## config.mk

```make
export PLATFORM = sky130hd
export DESIGN_NAME = rtes_top
export DESIGN_NICKNAME = d
export VERILOG_FILES = /design/src/logic/rtes_counter.v /design/src/logic/rtes_match.v /design/src/logic/rtes_top.v
export VERILOG_INCLUDE_DIRS = /design/src /design/src/logic
export SDC_FILE = /design/constraint.sdc
export NUM_CORES = 2
export LEC_CHECK = 0
export ABC_CLOCK_PERIOD_IN_PS = 20300
export BUFFER_PORTS_ARGS = -buffer_cell sky130_fd_sc_hd__buf_4
export CAP_MARGIN = 25
export CORE_MARGIN = 2
export CORE_UTILIZATION = 35
export DETAILED_ROUTE_END_ITERATION = 16
export SYNTH_ARGS = -nofsm -noshare
export SYNTH_HDL_FRONTEND = slang
export SYNTH_SLANG_ARGS = --single-unit
```

## constraint.sdc

```tcl
create_clock -name core_clk -period 20.3 [get_ports core_clk]
set_clock_uncertainty 0.15 [all_clocks]
set_input_delay 5.075 -clock core_clk [delete_from_list [all_inputs] [get_ports core_clk]]
set_output_delay 5.075 -clock core_clk [all_outputs]
set_load 0.03 [all_outputs]
```

## src/logic/rtes_map.vh

```
`ifndef RTES_MAP_VH
`define RTES_MAP_VH

// register offsets (byte addresses, one aligned word each)
`define RTES_ADDR_W          8
`define RTES_REGION_SEL      3'h0
`define RTES_REGION_COUNTER_CONFIGURATION_CONTROL     3'h1
`define RTES_REGION_CTR      3'h2
`define RTES_OFS_RETIRE_SEL0 8'h00
`define RTES_OFS_RENAME_SEL0 8'h10
`define RTES_OFS_CCCR12      8'h20
`define RTES_OFS_CTR12       8'h40
`define RTES_NUM_SEL         6
`define RTES_NUM_CTR         6

// event selection control fields
`define RTES_EVSEL_HI        31
`define RTES_EVSEL_LO        25
`define RTES_MASK_HI         24
`define RTES_MASK_LO         9

// counter configuration control fields
`define RTES_CSEL_HI         15
`define RTES_CSEL_LO         13
`define RTES_COUNTER_CONFIGURATION_CONTROL_EN_BIT     12
`define RTES_COUNTER_CONFIGURATION_CONTROL_PRECISE    0

// event select codes
`define RTES_EV_UOPS         7'h01
`define RTES_EV_INSTR        7'h02
`define RTES_EV_UOP_TYPE     7'h02
`define RTES_EV_BRANCH       7'h06

// counter configuration select codes
`define RTES_CSEL_RETIRE     3'h4
`define RTES_CSEL_RETIRE_HI  3'h5
`define RTES_CSEL_RENAME     3'h2

// mask bit positions for micro-op kind tagging
`define RTES_LOAD_TAG_BIT    1
`define RTES_STORE_TAG_BIT   2

// reset values
`define RTES_SEL_RESET       32'h00000000
`define RTES_COUNTER_CONFIGURATION_CONTROL_RESET      32'h00000000
`define RTES_CTR_RESET       32'h00000000

`endif

```

## src/logic/rtes_counter.v

```verilog
`timescale 1ns/100ps
`include "rtes_map.vh"

module rtes_counter #(
    parameter W  = 32,
    parameter CW = 4
) (
    // clock and control
    input  wire          core_clk,
    input  wire          srst,
    input  wire          ce,
    // software preset
    input  wire          load,
    input  wire [W-1:0]  load_val,
    // per-cycle increment
    input  wire [CW-1:0] inc,
    output reg  [W-1:0]  value_q
);

    // a software preset wins over an increment in the same cycle
    always @(posedge core_clk) begin
        if (srst) begin
            value_q <= `RTES_CTR_RESET;
        end else if (ce) begin
            if (load) begin
                value_q <= load_val;
            end else begin
                value_q <= value_q + {{(W-CW){1'b0}}, inc};
            end
        end
    end

endmodule

```

## src/logic/rtes_match.v

```verilog
`timescale 1ns/100ps
`include "rtes_map.vh"

module rtes_match #(
    parameter SLOTS     = 3,
    parameter CW        = 4,
    parameter RETIRE_OK = 1,
    parameter BRANCH_OK = 0
) (
    // selection from one event selection control register
    input  wire [6:0]       code,
    input  wire [3:0]       mask,
    // retirement slots of this cycle
    input  wire [SLOTS-1:0] valid,
    input  wire [SLOTS-1:0] instr_end,
    input  wire [SLOTS-1:0] squashed,
    input  wire [SLOTS-1:0] fe_tagged,
    input  wire [SLOTS-1:0] branch,
    input  wire [SLOTS-1:0] taken,
    input  wire [SLOTS-1:0] mispred,
    output reg  [CW-1:0]    cnt
);

    reg [SLOTS-1:0] hits;
    integer         i;

    function [CW-1:0] popc;
        input [SLOTS-1:0] v;
        integer           k;
        begin
            popc = {CW{1'b0}};
            for (k = 0; k < SLOTS; k = k + 1) begin
                popc = popc + {{(CW-1){1'b0}}, v[k]};
            end
        end
    endfunction

    // each slot qualifies on its own; the sum lets several retire per cycle
    always @* begin
        hits = {SLOTS{1'b0}};
        for (i = 0; i < SLOTS; i = i + 1) begin
            if (RETIRE_OK != 0 && code == `RTES_EV_INSTR) begin
                // a restarted complex flow may mark its end twice; counted as seen
                hits[i] = valid[i] & instr_end[i] & mask[{squashed[i], fe_tagged[i]}];
            end else if (RETIRE_OK != 0 && code == `RTES_EV_UOPS) begin
                hits[i] = valid[i] & mask[{1'b0, squashed[i]}];
            end else if (BRANCH_OK != 0 && code == `RTES_EV_BRANCH) begin
                hits[i] = valid[i] & branch[i] & mask[{taken[i], mispred[i]}];
            end
        end
        cnt = popc(hits);
    end

endmodule

```

## src/logic/rtes_top.v

```verilog
// Overview of operation
// - selected instruction event counts retiring instructions, qualified by squash and tag masks
// - instruction event is code 02H in bits 31:25, config select 04H, four masks
// - count may depend on pipeline state when counting becomes enabled
// - interrupted complex instruction flows may be counted more than once
// - micro-op event is code 01H, select 04H; mask bit0 valid, bit1 squashed
// - renamer code 02H with select 02H tags load and store micro-ops
// - in tagging event, mask bit1 tags loads and mask bit2 tags stores
// - load and store tag bits never make any counter increment
// - branch event, code 06H, counts retiring branch instructions
// - branch mask bits 0-3: not-taken ok, not-taken miss, taken ok, taken miss
// - any combination of branch mask bits counts every matching branch
// - selectors 0,2 feed counters 12,13,16; selectors 1,3 feed 14,15,17
// - branch only on retire selectors 2,3; retire events 0,1; tagging renamer 0,1
`timescale 1ns/100ps
`include "rtes_map.vh"

module rtes_top #(
    parameter SLOTS = 3,
    parameter CTR_W = 32
) (
    // clock, reset, clock enable
    input  wire             core_clk,
    input  wire             srst,
    input  wire             ce,
    // apb slave
    input  wire             psel,
    input  wire             penable,
    input  wire             pwrite,
    input  wire [7:0]       paddr,
    input  wire [31:0]      pwdata,
    output reg  [31:0]      prdata,
    output reg              pready,
    output reg              pslverr,
    // retirement pipeline slots
    input  wire [SLOTS-1:0] ret_valid,
    input  wire [SLOTS-1:0] ret_instr_end,
    input  wire [SLOTS-1:0] ret_squashed,
    input  wire [SLOTS-1:0] ret_fe_tagged,
    input  wire [SLOTS-1:0] ret_branch,
    input  wire [SLOTS-1:0] ret_taken,
    input  wire [SLOTS-1:0] ret_mispred,
    // renamer slots
    input  wire [SLOTS-1:0] ren_valid,
    input  wire [SLOTS-1:0] ren_load,
    input  wire [SLOTS-1:0] ren_store,
    // micro-op kind tags towards the retirement tagging logic
    output reg  [SLOTS-1:0] load_tag_q,
    output reg  [SLOTS-1:0] store_tag_q
);

    localparam CW = $clog2(SLOTS + 1);

    // selectors 0..3 are the retire unit, 4..5 the renamer
    reg  [31:0]      sel_q  [0:`RTES_NUM_SEL-1];
    reg  [31:0]      counter_configuration_control_q [0:`RTES_NUM_CTR-1];
    wire [CTR_W-1:0] ctr_val [0:`RTES_NUM_CTR-1];
    wire [CW-1:0]    mcnt   [0:3];
    reg  [CW-1:0]    inc    [0:`RTES_NUM_CTR-1];
    reg  [`RTES_NUM_CTR-1:0] ctr_load;

    reg  [31:0]      rdata_d;
    reg              err_d;
    reg              hit_sel;
    reg              hit_counter_configuration_control;
    reg              hit_ctr;
    reg  [2:0]       idx;
    reg  [SLOTS-1:0] load_tag_d;
    reg  [SLOTS-1:0] store_tag_d;
    wire             acc_first;
    wire             acc_done;
    integer          i;

    // counters 14, 15 and 17 (indices 2, 3, 5) belong to the odd selectors
    function grp_of;
        input integer k;
        begin
            grp_of = (k == 2) || (k == 3) || (k == 5);
        end
    endfunction

    // ---- apb handshake ----
    // one wait state: pready rises on the second access cycle, so read data
    // and the error flag can come from flops with no combinational path out
    assign acc_first = psel & penable & ~pready;
    assign acc_done  = psel & penable & pready;

    // address decode, shared by read mux and write strobes
    always @* begin
        idx      = paddr[4:2];
        hit_sel  = (paddr[7:5] == `RTES_REGION_SEL)  && (idx < `RTES_NUM_SEL);
        hit_counter_configuration_control = (paddr[7:5] == `RTES_REGION_COUNTER_CONFIGURATION_CONTROL) && (idx < `RTES_NUM_CTR);
        hit_ctr  = (paddr[7:5] == `RTES_REGION_CTR)  && (idx < `RTES_NUM_CTR);
        if (paddr[1:0] != 2'b00) begin
            hit_sel  = 1'b0;
            hit_counter_configuration_control = 1'b0;
            hit_ctr  = 1'b0;
        end
    end

    // read mux; unmapped addresses read zero and flag an error
    always @* begin
        rdata_d = 32'h00000000;
        err_d   = 1'b0;
        if (hit_sel) begin
            rdata_d = sel_q[idx];
        end else if (hit_counter_configuration_control) begin
            rdata_d = counter_configuration_control_q[idx];
        end else if (hit_ctr) begin
            rdata_d = ctr_val[idx][31:0];
        end else begin
            err_d = 1'b1;
        end
    end

    // handshake flops; data and error are captured on the first access cycle
    always @(posedge core_clk) begin
        if (srst) begin
            pready  <= 1'b0;
            pslverr <= 1'b0;
            prdata  <= 32'h00000000;
        end else if (ce) begin
            pready <= acc_first;
            if (acc_first) begin
                pslverr <= err_d;
                prdata  <= pwrite ? 32'h00000000 : rdata_d;
            end else begin
                pslverr <= 1'b0;
                prdata  <= 32'h00000000;
            end
        end
    end

    // ---- selection and configuration registers ----
    // writes take effect only at the completing edge of the access phase
    always @(posedge core_clk) begin
        if (srst) begin
            for (i = 0; i < `RTES_NUM_SEL; i = i + 1) begin
                sel_q[i] <= `RTES_SEL_RESET;
            end
            for (i = 0; i < `RTES_NUM_CTR; i = i + 1) begin
                counter_configuration_control_q[i] <= `RTES_COUNTER_CONFIGURATION_CONTROL_RESET;
            end
        end else if (ce && acc_done && pwrite) begin
            if (hit_sel) begin
                sel_q[idx] <= pwdata;
            end
            if (hit_counter_configuration_control) begin
                // precise sampling bit is stored for software only
                counter_configuration_control_q[idx] <= pwdata;
            end
        end
    end

    // software preset strobes for the counters
    always @* begin
        ctr_load = {`RTES_NUM_CTR{1'b0}};
        if (acc_done && pwrite && hit_ctr) begin
            ctr_load[idx] = 1'b1;
        end
    end

    // ---- event matching, one per retire unit selector ----
    // the two low selectors only know instruction and micro-op events, the
    // two high ones only the branch event; anything else counts nothing
    genvar g;
    generate
        for (g = 0; g < 4; g = g + 1) begin : g_match
            rtes_match #(
                .SLOTS     (SLOTS),
                .CW        (CW),
                .RETIRE_OK ((g < 2) ? 1 : 0),
                .BRANCH_OK ((g >= 2) ? 1 : 0)
            ) u_match (
                .code      (sel_q[g][`RTES_EVSEL_HI:`RTES_EVSEL_LO]),
                .mask      (sel_q[g][`RTES_MASK_LO+3:`RTES_MASK_LO]),
                .valid     (ret_valid),
                .instr_end (ret_instr_end),
                .squashed  (ret_squashed),
                .fe_tagged (ret_fe_tagged),
                .branch    (ret_branch),
                .taken     (ret_taken),
                .mispred   (ret_mispred),
                .cnt       (mcnt[g])
            );
        end
    endgenerate

    // ---- counter steering ----
    // the configuration select picks the event source among the counter's
    // own bound selectors; the renamer select yields no increment at all
    always @* begin
        for (i = 0; i < `RTES_NUM_CTR; i = i + 1) begin
            inc[i] = {CW{1'b0}};
            if (counter_configuration_control_q[i][`RTES_COUNTER_CONFIGURATION_CONTROL_EN_BIT]) begin
                case (counter_configuration_control_q[i][`RTES_CSEL_HI:`RTES_CSEL_LO])
                    `RTES_CSEL_RETIRE: begin
                        inc[i] = mcnt[grp_of(i)];
                    end
                    `RTES_CSEL_RETIRE_HI: begin
                        inc[i] = mcnt[2 + grp_of(i)];
                    end
                    `RTES_CSEL_RENAME: begin
                        inc[i] = {CW{1'b0}};
                    end
                    default: begin
                        inc[i] = {CW{1'b0}};
                    end
                endcase
            end
        end
    end

    // counting starts at the first edge after the enable bit is written, so
    // whatever is already in flight decides the first counts
    generate
        for (g = 0; g < `RTES_NUM_CTR; g = g + 1) begin : g_ctr
            rtes_counter #(
                .W        (CTR_W),
                .CW       (CW)
            ) u_ctr (
                .core_clk (core_clk),
                .srst     (srst),
                .ce       (ce),
                .load     (ctr_load[g]),
                .load_val (pwdata[CTR_W-1:0]),
                .inc      (inc[g]),
                .value_q  (ctr_val[g])
            );
        end
    endgenerate

    // ---- micro-op kind tagging from the renamer selectors ----
    // tags only mark micro-ops for other events; they feed no counter here
    always @* begin
        load_tag_d  = {SLOTS{1'b0}};
        store_tag_d = {SLOTS{1'b0}};
        for (i = 4; i < `RTES_NUM_SEL; i = i + 1) begin
            if (sel_q[i][`RTES_EVSEL_HI:`RTES_EVSEL_LO] == `RTES_EV_UOP_TYPE) begin
                if (sel_q[i][`RTES_MASK_LO + `RTES_LOAD_TAG_BIT]) begin
                    load_tag_d = load_tag_d | (ren_valid & ren_load);
                end
                if (sel_q[i][`RTES_MASK_LO + `RTES_STORE_TAG_BIT]) begin
                    store_tag_d = store_tag_d | (ren_valid & ren_store);
                end
            end
        end
    end

    // registered tag outputs
    always @(posedge core_clk) begin
        if (srst) begin
            load_tag_q  <= {SLOTS{1'b0}};
            store_tag_q <= {SLOTS{1'b0}};
        end else if (ce) begin
            load_tag_q  <= load_tag_d;
            store_tag_q <= store_tag_d;
        end
    end

endmodule

```

; Word level (Yosys, flattened, before mapping)
; Memory sizes are Yosys's and may differ from the RTL's.
; Cells that the tools add are included.
[totals]
ramBits = 384
romBits = 0
input_bits = 76
latchBits = 0
mem_count = 2
regBits = 232
wordCells = 221
[memory_table]
columns = name, words, width, read_ports, rd_clocked_by_memory_dff, wr, line_no
row1 = counter_configuration_control_q, 6, 32, 7, 0, 6, rtes_top.v:56  ; reg [31:0] counter_configuration_control_q [0:`RTES_NUM_CTR-1];
row2 = sel_q, 6, 32, 7, 0, 6, rtes_top.v:55  ; reg [31:0] sel_q [0:`RTES_NUM_SEL-1];
[op_classes]
div = 0
shifts = 0
bitwise_logic = 33
multipliers = 0
n_reduce_logical = 12
add_sub_neg = 14
magnitude_cmp = 13
muxes = 114
n_eq_ne = 22
[op_table]
columns = cell, count
row1 = 32-bit 2-to-1 mux, 15
row2 = 32-bit by 2-bit adder with 32-bit output, 6
row3 = 32-bit binary-select mux with 3-bit select, 1
row4 = 32-bit OR reduction, 2
row5 = 1-bit 2-to-1 mux, 62
row6 = "3-bit equality test, second input constant", 12
row7 = 3-bit 2-to-1 mux, 10
row8 = "7-bit by 2-bit equality test with 1-bit output, second input constant", 4
row9 = 1-bit AND, 27
row10 = 1-bit binary-select mux with 2-bit select, 12
row11 = 2-bit one-hot mux with 2 select lines, 6
row12 = "2-bit by 3-bit < comparator with 1-bit output, second input constant", 6
row13 = "7-bit by 1-bit equality test with 1-bit output, second input constant", 2
row14 = "7-bit by 3-bit equality test with 1-bit output, second input constant", 2
row15 = 2-bit 2-to-1 mux, 6
row16 = "1-bit by 3-bit < comparator with 1-bit output, second input constant", 3
row17 = 1-bit by 1-bit adder with 2-bit output, 4
row18 = 2-bit by 1-bit adder with 2-bit output, 4
row19 = 1-bit logical AND, 8
row20 = 3-bit AND, 2
row21 = 6-bit 2-to-1 mux, 1
row22 = 3-bit OR, 2
row23 = "4-bit >= comparator, second input constant", 1
row24 = "3-bit by 4-bit < comparator with 1-bit output, second input constant", 1
row25 = other kinds (9), 9

; Longest topological paths before layout
; An unclocked memory read counts as a cell.
[logic_depth]
depth_word = 12
mapped_depth = 17
ltp_nobuf = 15

; By module
; A second synthesis with hierarchy kept.
[unflattened]
cells_unflattened = 3500
hier_area_um2 = 35774.3
[by_module_without_submodules]
columns = module, instances, area_each_um2, seq_area_each_um2, cells_each
row1 = rtes_top, 1, 22481.6, 13653.1, 1828
row2 = rtes_counter, 6, 2100.8, 640.6, 269
row3 = rtes_match (g_match[0].u_match ...), 2, 196.4, 0.0, 17
row4 = rtes_match (g_match[2].u_match ...), 2, 147.6, 0.0, 12

; Least setup slack after synthesis
; Ideal clock, no wire load.
[synth_path]
path_type = input port to flip-flop
start = in paddr[4]
end = mem sel_q[5][0], enable pin
stages = 7
required_time_ns = 19.639
arrival_ns = 9.821
path_slack_ns = 9.819
cell_sequence = buf_6 a2111o_1 buf_4 or3_1 clkbuf_1 clkbuf_1 o41ai_1
[synth_rtl]
columns = element, line_no
row1 = "start, declared", rtes_top.v:30  ; input wire [7:0] paddr,
row2 = "end, declared", rtes_top.v:55

; Worst setup path in the final report
[layout_path]
start = in ret_fe_tagged[1]
end = reg g_ctr[3].u_ctr.value_q[22]
[layout_between]
elab_chain_len = 10
[layout_rtl]
columns = element, line_no
row1 = "start, declared", rtes_top.v:39  ; input wire [SLOTS-1:0] ret_fe_tagged,
row2 = 1-bit binary-select mux with 2-bit select, rtes_match.v:44  ; hits[i] = valid[i] & instr_end[i] & mask[{squashed[i], fe_tagged[i]}];
row3 = 1-bit 2-to-1 mux (implied by the code), rtes_match.v:44
row4 = 1-bit AND, rtes_match.v:44
row5 = 1-bit 2-to-1 mux, rtes_match.v:42  ; if (RETIRE_OK != 0 && code == `RTES_EV_INSTR) begin
row6 = 1-bit by 1-bit adder with 2-bit output, rtes_match.v:33  ; popc = popc + {{(CW-1){1'b0}}, v[k]};
row7 = 2-bit by 1-bit adder with 2-bit output, rtes_match.v:33
row8 = 2-bit one-hot mux with 2 select lines, rtes_top.v:196  ; case (counter_configuration_control_q[i][`RTES_CSEL_HI:`RTES_CSEL_LO])
row9 = 2-bit 2-to-1 mux, rtes_top.v:195  ; if (counter_configuration_control_q[i][`RTES_COUNTER_CONFIGURATION_CONTROL_EN_BIT]) begin
row10 = 32-bit by 2-bit adder with 32-bit output, rtes_counter.v:28  ; value_q <= value_q + {{(W-CW){1'b0}}, inc};
row11 = 32-bit 2-to-1 mux, rtes_counter.v:25  ; if (load) begin
row12 = "end signal, assigned", rtes_counter.v:23  ; value_q <= `RTES_CTR_RESET;
row13 = "end signal, assigned", rtes_counter.v:26  ; value_q <= load_val;
row14 = "end signal, assigned", rtes_counter.v:28
row15 = "end, declared", rtes_counter.v:17  ; output reg [W-1:0] value_q
; No other way between the ends. The select of a mux whose other input is x is not followed.
; A chain may end at the register's enable or synchronous reset.

==> impl_metrics.py <==
metrics = {
    "power_and_ir_drop": {
        "fin_total_pwr_mw": 3.461,
        "leakagePower_nw": 15.51,
        "ir_drop_mv": 0.07178,
        "switching_share_pct": 25.44,
        "pwr-share-clk_pct": 44.8,
        "p_comb_share_pct": 7.8,
        "p_seq_share_pct": 47.4,
        "power_density_mw_per_mm2": 77.73,
        "power.internal_mw": 2.580,
        "netSwitchingPower_mw": 0.8803,
    },
    "synthesis": {
        "ys.flop_type": "edfxtp_1",
        "yosysWarnings": 0,
        "syn_inst": 3768,
        "syn_area_sq_mm": 0.03898,
        "synth-async-reset-ratio_pct": 0,
        "avgSynthCellArea_sq_um": 10.35,
        "ys_seq_elements": 733,
        "ys_seq_area_share_pct": 50.51,
        "synth_edf_count": 501,
        "synth.distinct_cells": 97,
    },
    "floorplan": {
        "die-height_um": 337.7,
        "die_w_um": 337.7,
        "std_cell_rows": 122,
        "fp.dieArea_sq_mm": 0.1141,
        "io_pins": 116,
        "start_util_pct": 35.27,
        "core-area_sq_mm": 0.1105,
    },
    "sta": {
        "period_needed_ps": 9311,
        "slew_headroom_pct": 26.99,
        "post-route-period-util_pct": 45.87,
        "max_freq_ghz": 0.1074,
        "worstMarginPinSlew_ps": 1093,
        "report.final.slew_viol_count": 0,
        "setup_tns_ps": 0,
        "rsz0062_at_grt": "false",
        "hold_viol_final": 0,
        "finalSetupViolCount": 0,
    },
    "finish": {
        "drive_above_1_share_pct": 13.79,
        "final_cell_mix": "edfxtp_1, and2_1, dfxtp_1, a21oi_1, nand2_1",
        "nFillCells": 10720,
        "final_common_cell": "edfxtp_1",
        "nNetsFinal": 3920,
        "syn2layout_area_growth_pct": 14.20,
        "multi_input_area_sq_mm": 0.01825,
        "layout.area.seq_sq_mm": 0.01969,
    },
    "clocking": {
        "cts_buffer_depth": 3,
        "ctsHoldBuffers": 0,
        "htreeDepth": 3,
        "clk-insertion-delay-late_ps": 680,
        "cts_tree": "built",
        "root_buffer": "clkbuf_16",
        "cts_resized": 0,
        "clk_pin_slew_ps": 60,
        "cts_made_buffers": 84,
        "cts.sinks": 733,
        "post_cts_buffers": 0,
    },
    "routing": {
        "drt-initial-drc-count": 4566,
        "via_per_inst": 6.180,
        "drcViolationCount": 0,
        "ant_nets": 0,
        "vias": 33280,
        "totalWireLength_um": 156800,
        "routedWlPerCell_um": 29.12,
        "first_pass_iters": 6,
    },
    "placement": {
        "port_buffers": 115,
        "hpwl_um": 102500,
        "routabilityCongestion": 0.9524,
    },
    "global_route": {
        "grt_pass1_vias": 31180,
        "grt_max_degree": 132,
        "gr-total-overflow": 0,
        "antenna_found_initial": 15,
        "track_usage_pct": 26.97,
        "grt_pass1_wl_um": 223700,
    },
    "worst_setup_path": {
        "arrival_ps": 9770,
        "end_kind": "flop",
        "start_kind": "input port",
        "crit_type": "in2reg",
        "cp.required_ps": 20760,
        "cp_max_fo": 8,
    },
    "outcome": {
        "outcome": "finished, final reports clean",
    },
    "job": {
        "maxCapViolCount": 0,
    },
    "min_path": {
        "hold_class": "reg2reg",
    },
}
synth_stat cells (14+ instances only):
master     instances  area, sq um
buf_1             22        82.58
or3_1             38        237.7
a2bb2oi_1         22        192.7
nor3_1           124        620.6
o221ai_1          63        551.8
nand3b_1          14        105.1
o31ai_1           18        135.1
a22oi_1           18        135.1
or4_1             25        187.7
a221oi_1          14        122.6
edfxtp_1         501        15040
o21ai_1           14        70.07
buf_2             84        420.4
and4_1            17        148.9
o211ai_1          34        255.2
dfxtp_1          232         4644
a311oi_1          14        122.6
nand2b_1          30        187.7
o21ai_0          181        905.9
nor2_1           194        728.2
and2_1           370         2315
a211oi_1          43        322.8
inv_1             67        251.5
o32ai_1           27        236.5
nor2b_1           19        118.9
clkbuf_1         236        885.9
nand4_1           73        456.7
nand3_1          116        580.6
o22ai_1           80        500.5
a32oi_1           14        122.6
nand2_1          204        765.7
a21oi_1          208         1041
nor4_1            60        375.4
and3_1            56        350.3
mux4_2            36        810.8
mux2_2            85        957.2
a31oi_1           33        206.5
mux2i_1          110         1101
flip-flops by register name, indices dropped and copies added (netlist names):
name,count
pslverr,1
sel_q,254
load_tag_q,3
pready,1
g_ctr.u_ctr.value_q,192
prdata,32
counter_configuration_control_q,247
store_tag_q,3
layout make-up:
class | count | share of cell area, %
Antenna cell | 4 | 0.02248
Clock buffer | 131 | 5.455
Clock inverter | 26 | 0.8150
Inverter | 72 | 0.6155
Multi-Input combinational cell | 2726 | 40.98
Sequential cell | 733 | 44.23
Tap cell | 1488 | 4.182
Timing Repair Buffer | 205 | 3.701
path summary, 6_finish.rpt:
kind / startpoint / endpoint / slack [ps] / depth (start not counted)
min: load_tag_q[0] / load_tag_q[0] / 330 / 2
min reg2reg: load_tag_q[0] / load_tag_q[0] / 330 / 2
max reg2reg: sel_q[3][30] / g_ctr[3].u_ctr.value_q[22] / 14820 / 15
max: ret_fe_tagged[1] / g_ctr[3].u_ctr.value_q[22] / 10990 / 16
power groups by stage:
stage / Combinational [mW] / Clock [mW] / Sequential (mW)
after floorplan: 0.142 / 0 / 1.67
after global placement: 0.260 / 0 / 1.67
after detailed placement: 0.261 / 0 / 1.67
after CTS: 0.261 / 1.56 / 1.64
after global routing: 0.278 / 1.62 / 1.64
final: 0.270 / 1.55 / 1.64
critical path, cell delays in order:
cell,delay (ps)
buf_4,100
mux4_2,480
nand3_1,90
o21ai_0,80
and3_1,210
fa_1,620
mux2i_1,170
nor2_1,130
ha_1,210
inv_1,70
fa_1,440
nand3b_2,330
or4_1,710
or4_1,550
a211oi_1,270
o311a_1,210
per-stage QoR:
step	cell area, sq um	worst slack (ps)	instances	hold WS [ps]	util [%]
final	44520	10990	5385	333.8	40.28
after global routing	44510	10800	5382	350.2	40.28
after CTS	44450	11040	5378	338.4	40.22
after detailed placement	41660	10340	5221	318.3	37.69
after global placement	41620	10350	5219	315.8	37.66
after floorplan	39420	9819	3884	313.6	-
per-layer routing:
layer	up-vias	share of wire (%)	wire (um)	GRT usage (%)
li1	14410	-	-	-
met1	16470	40	62120	36.56
met2	2069	44	69650	41.66
met3	322	12	18460	6.166
met4	10	4.1	6495	10.68
met5	-	0.046	72	0
logic make-up (layout without fill, tap and decap cells):
kind of cell	after synthesis	in the layout	share of synthesized area [%]
muxes	231	231	7.360
buffers and inverters	425	434	4.551
other	1	121	0.009619
adders and majority gates	22	22	0.8987
and+or+nand+nor	1402	1402	19.94
DFF	733	733	50.51
AOI/OAI and AO/OA	954	954	16.73
(Power assumes the default switching activity.)
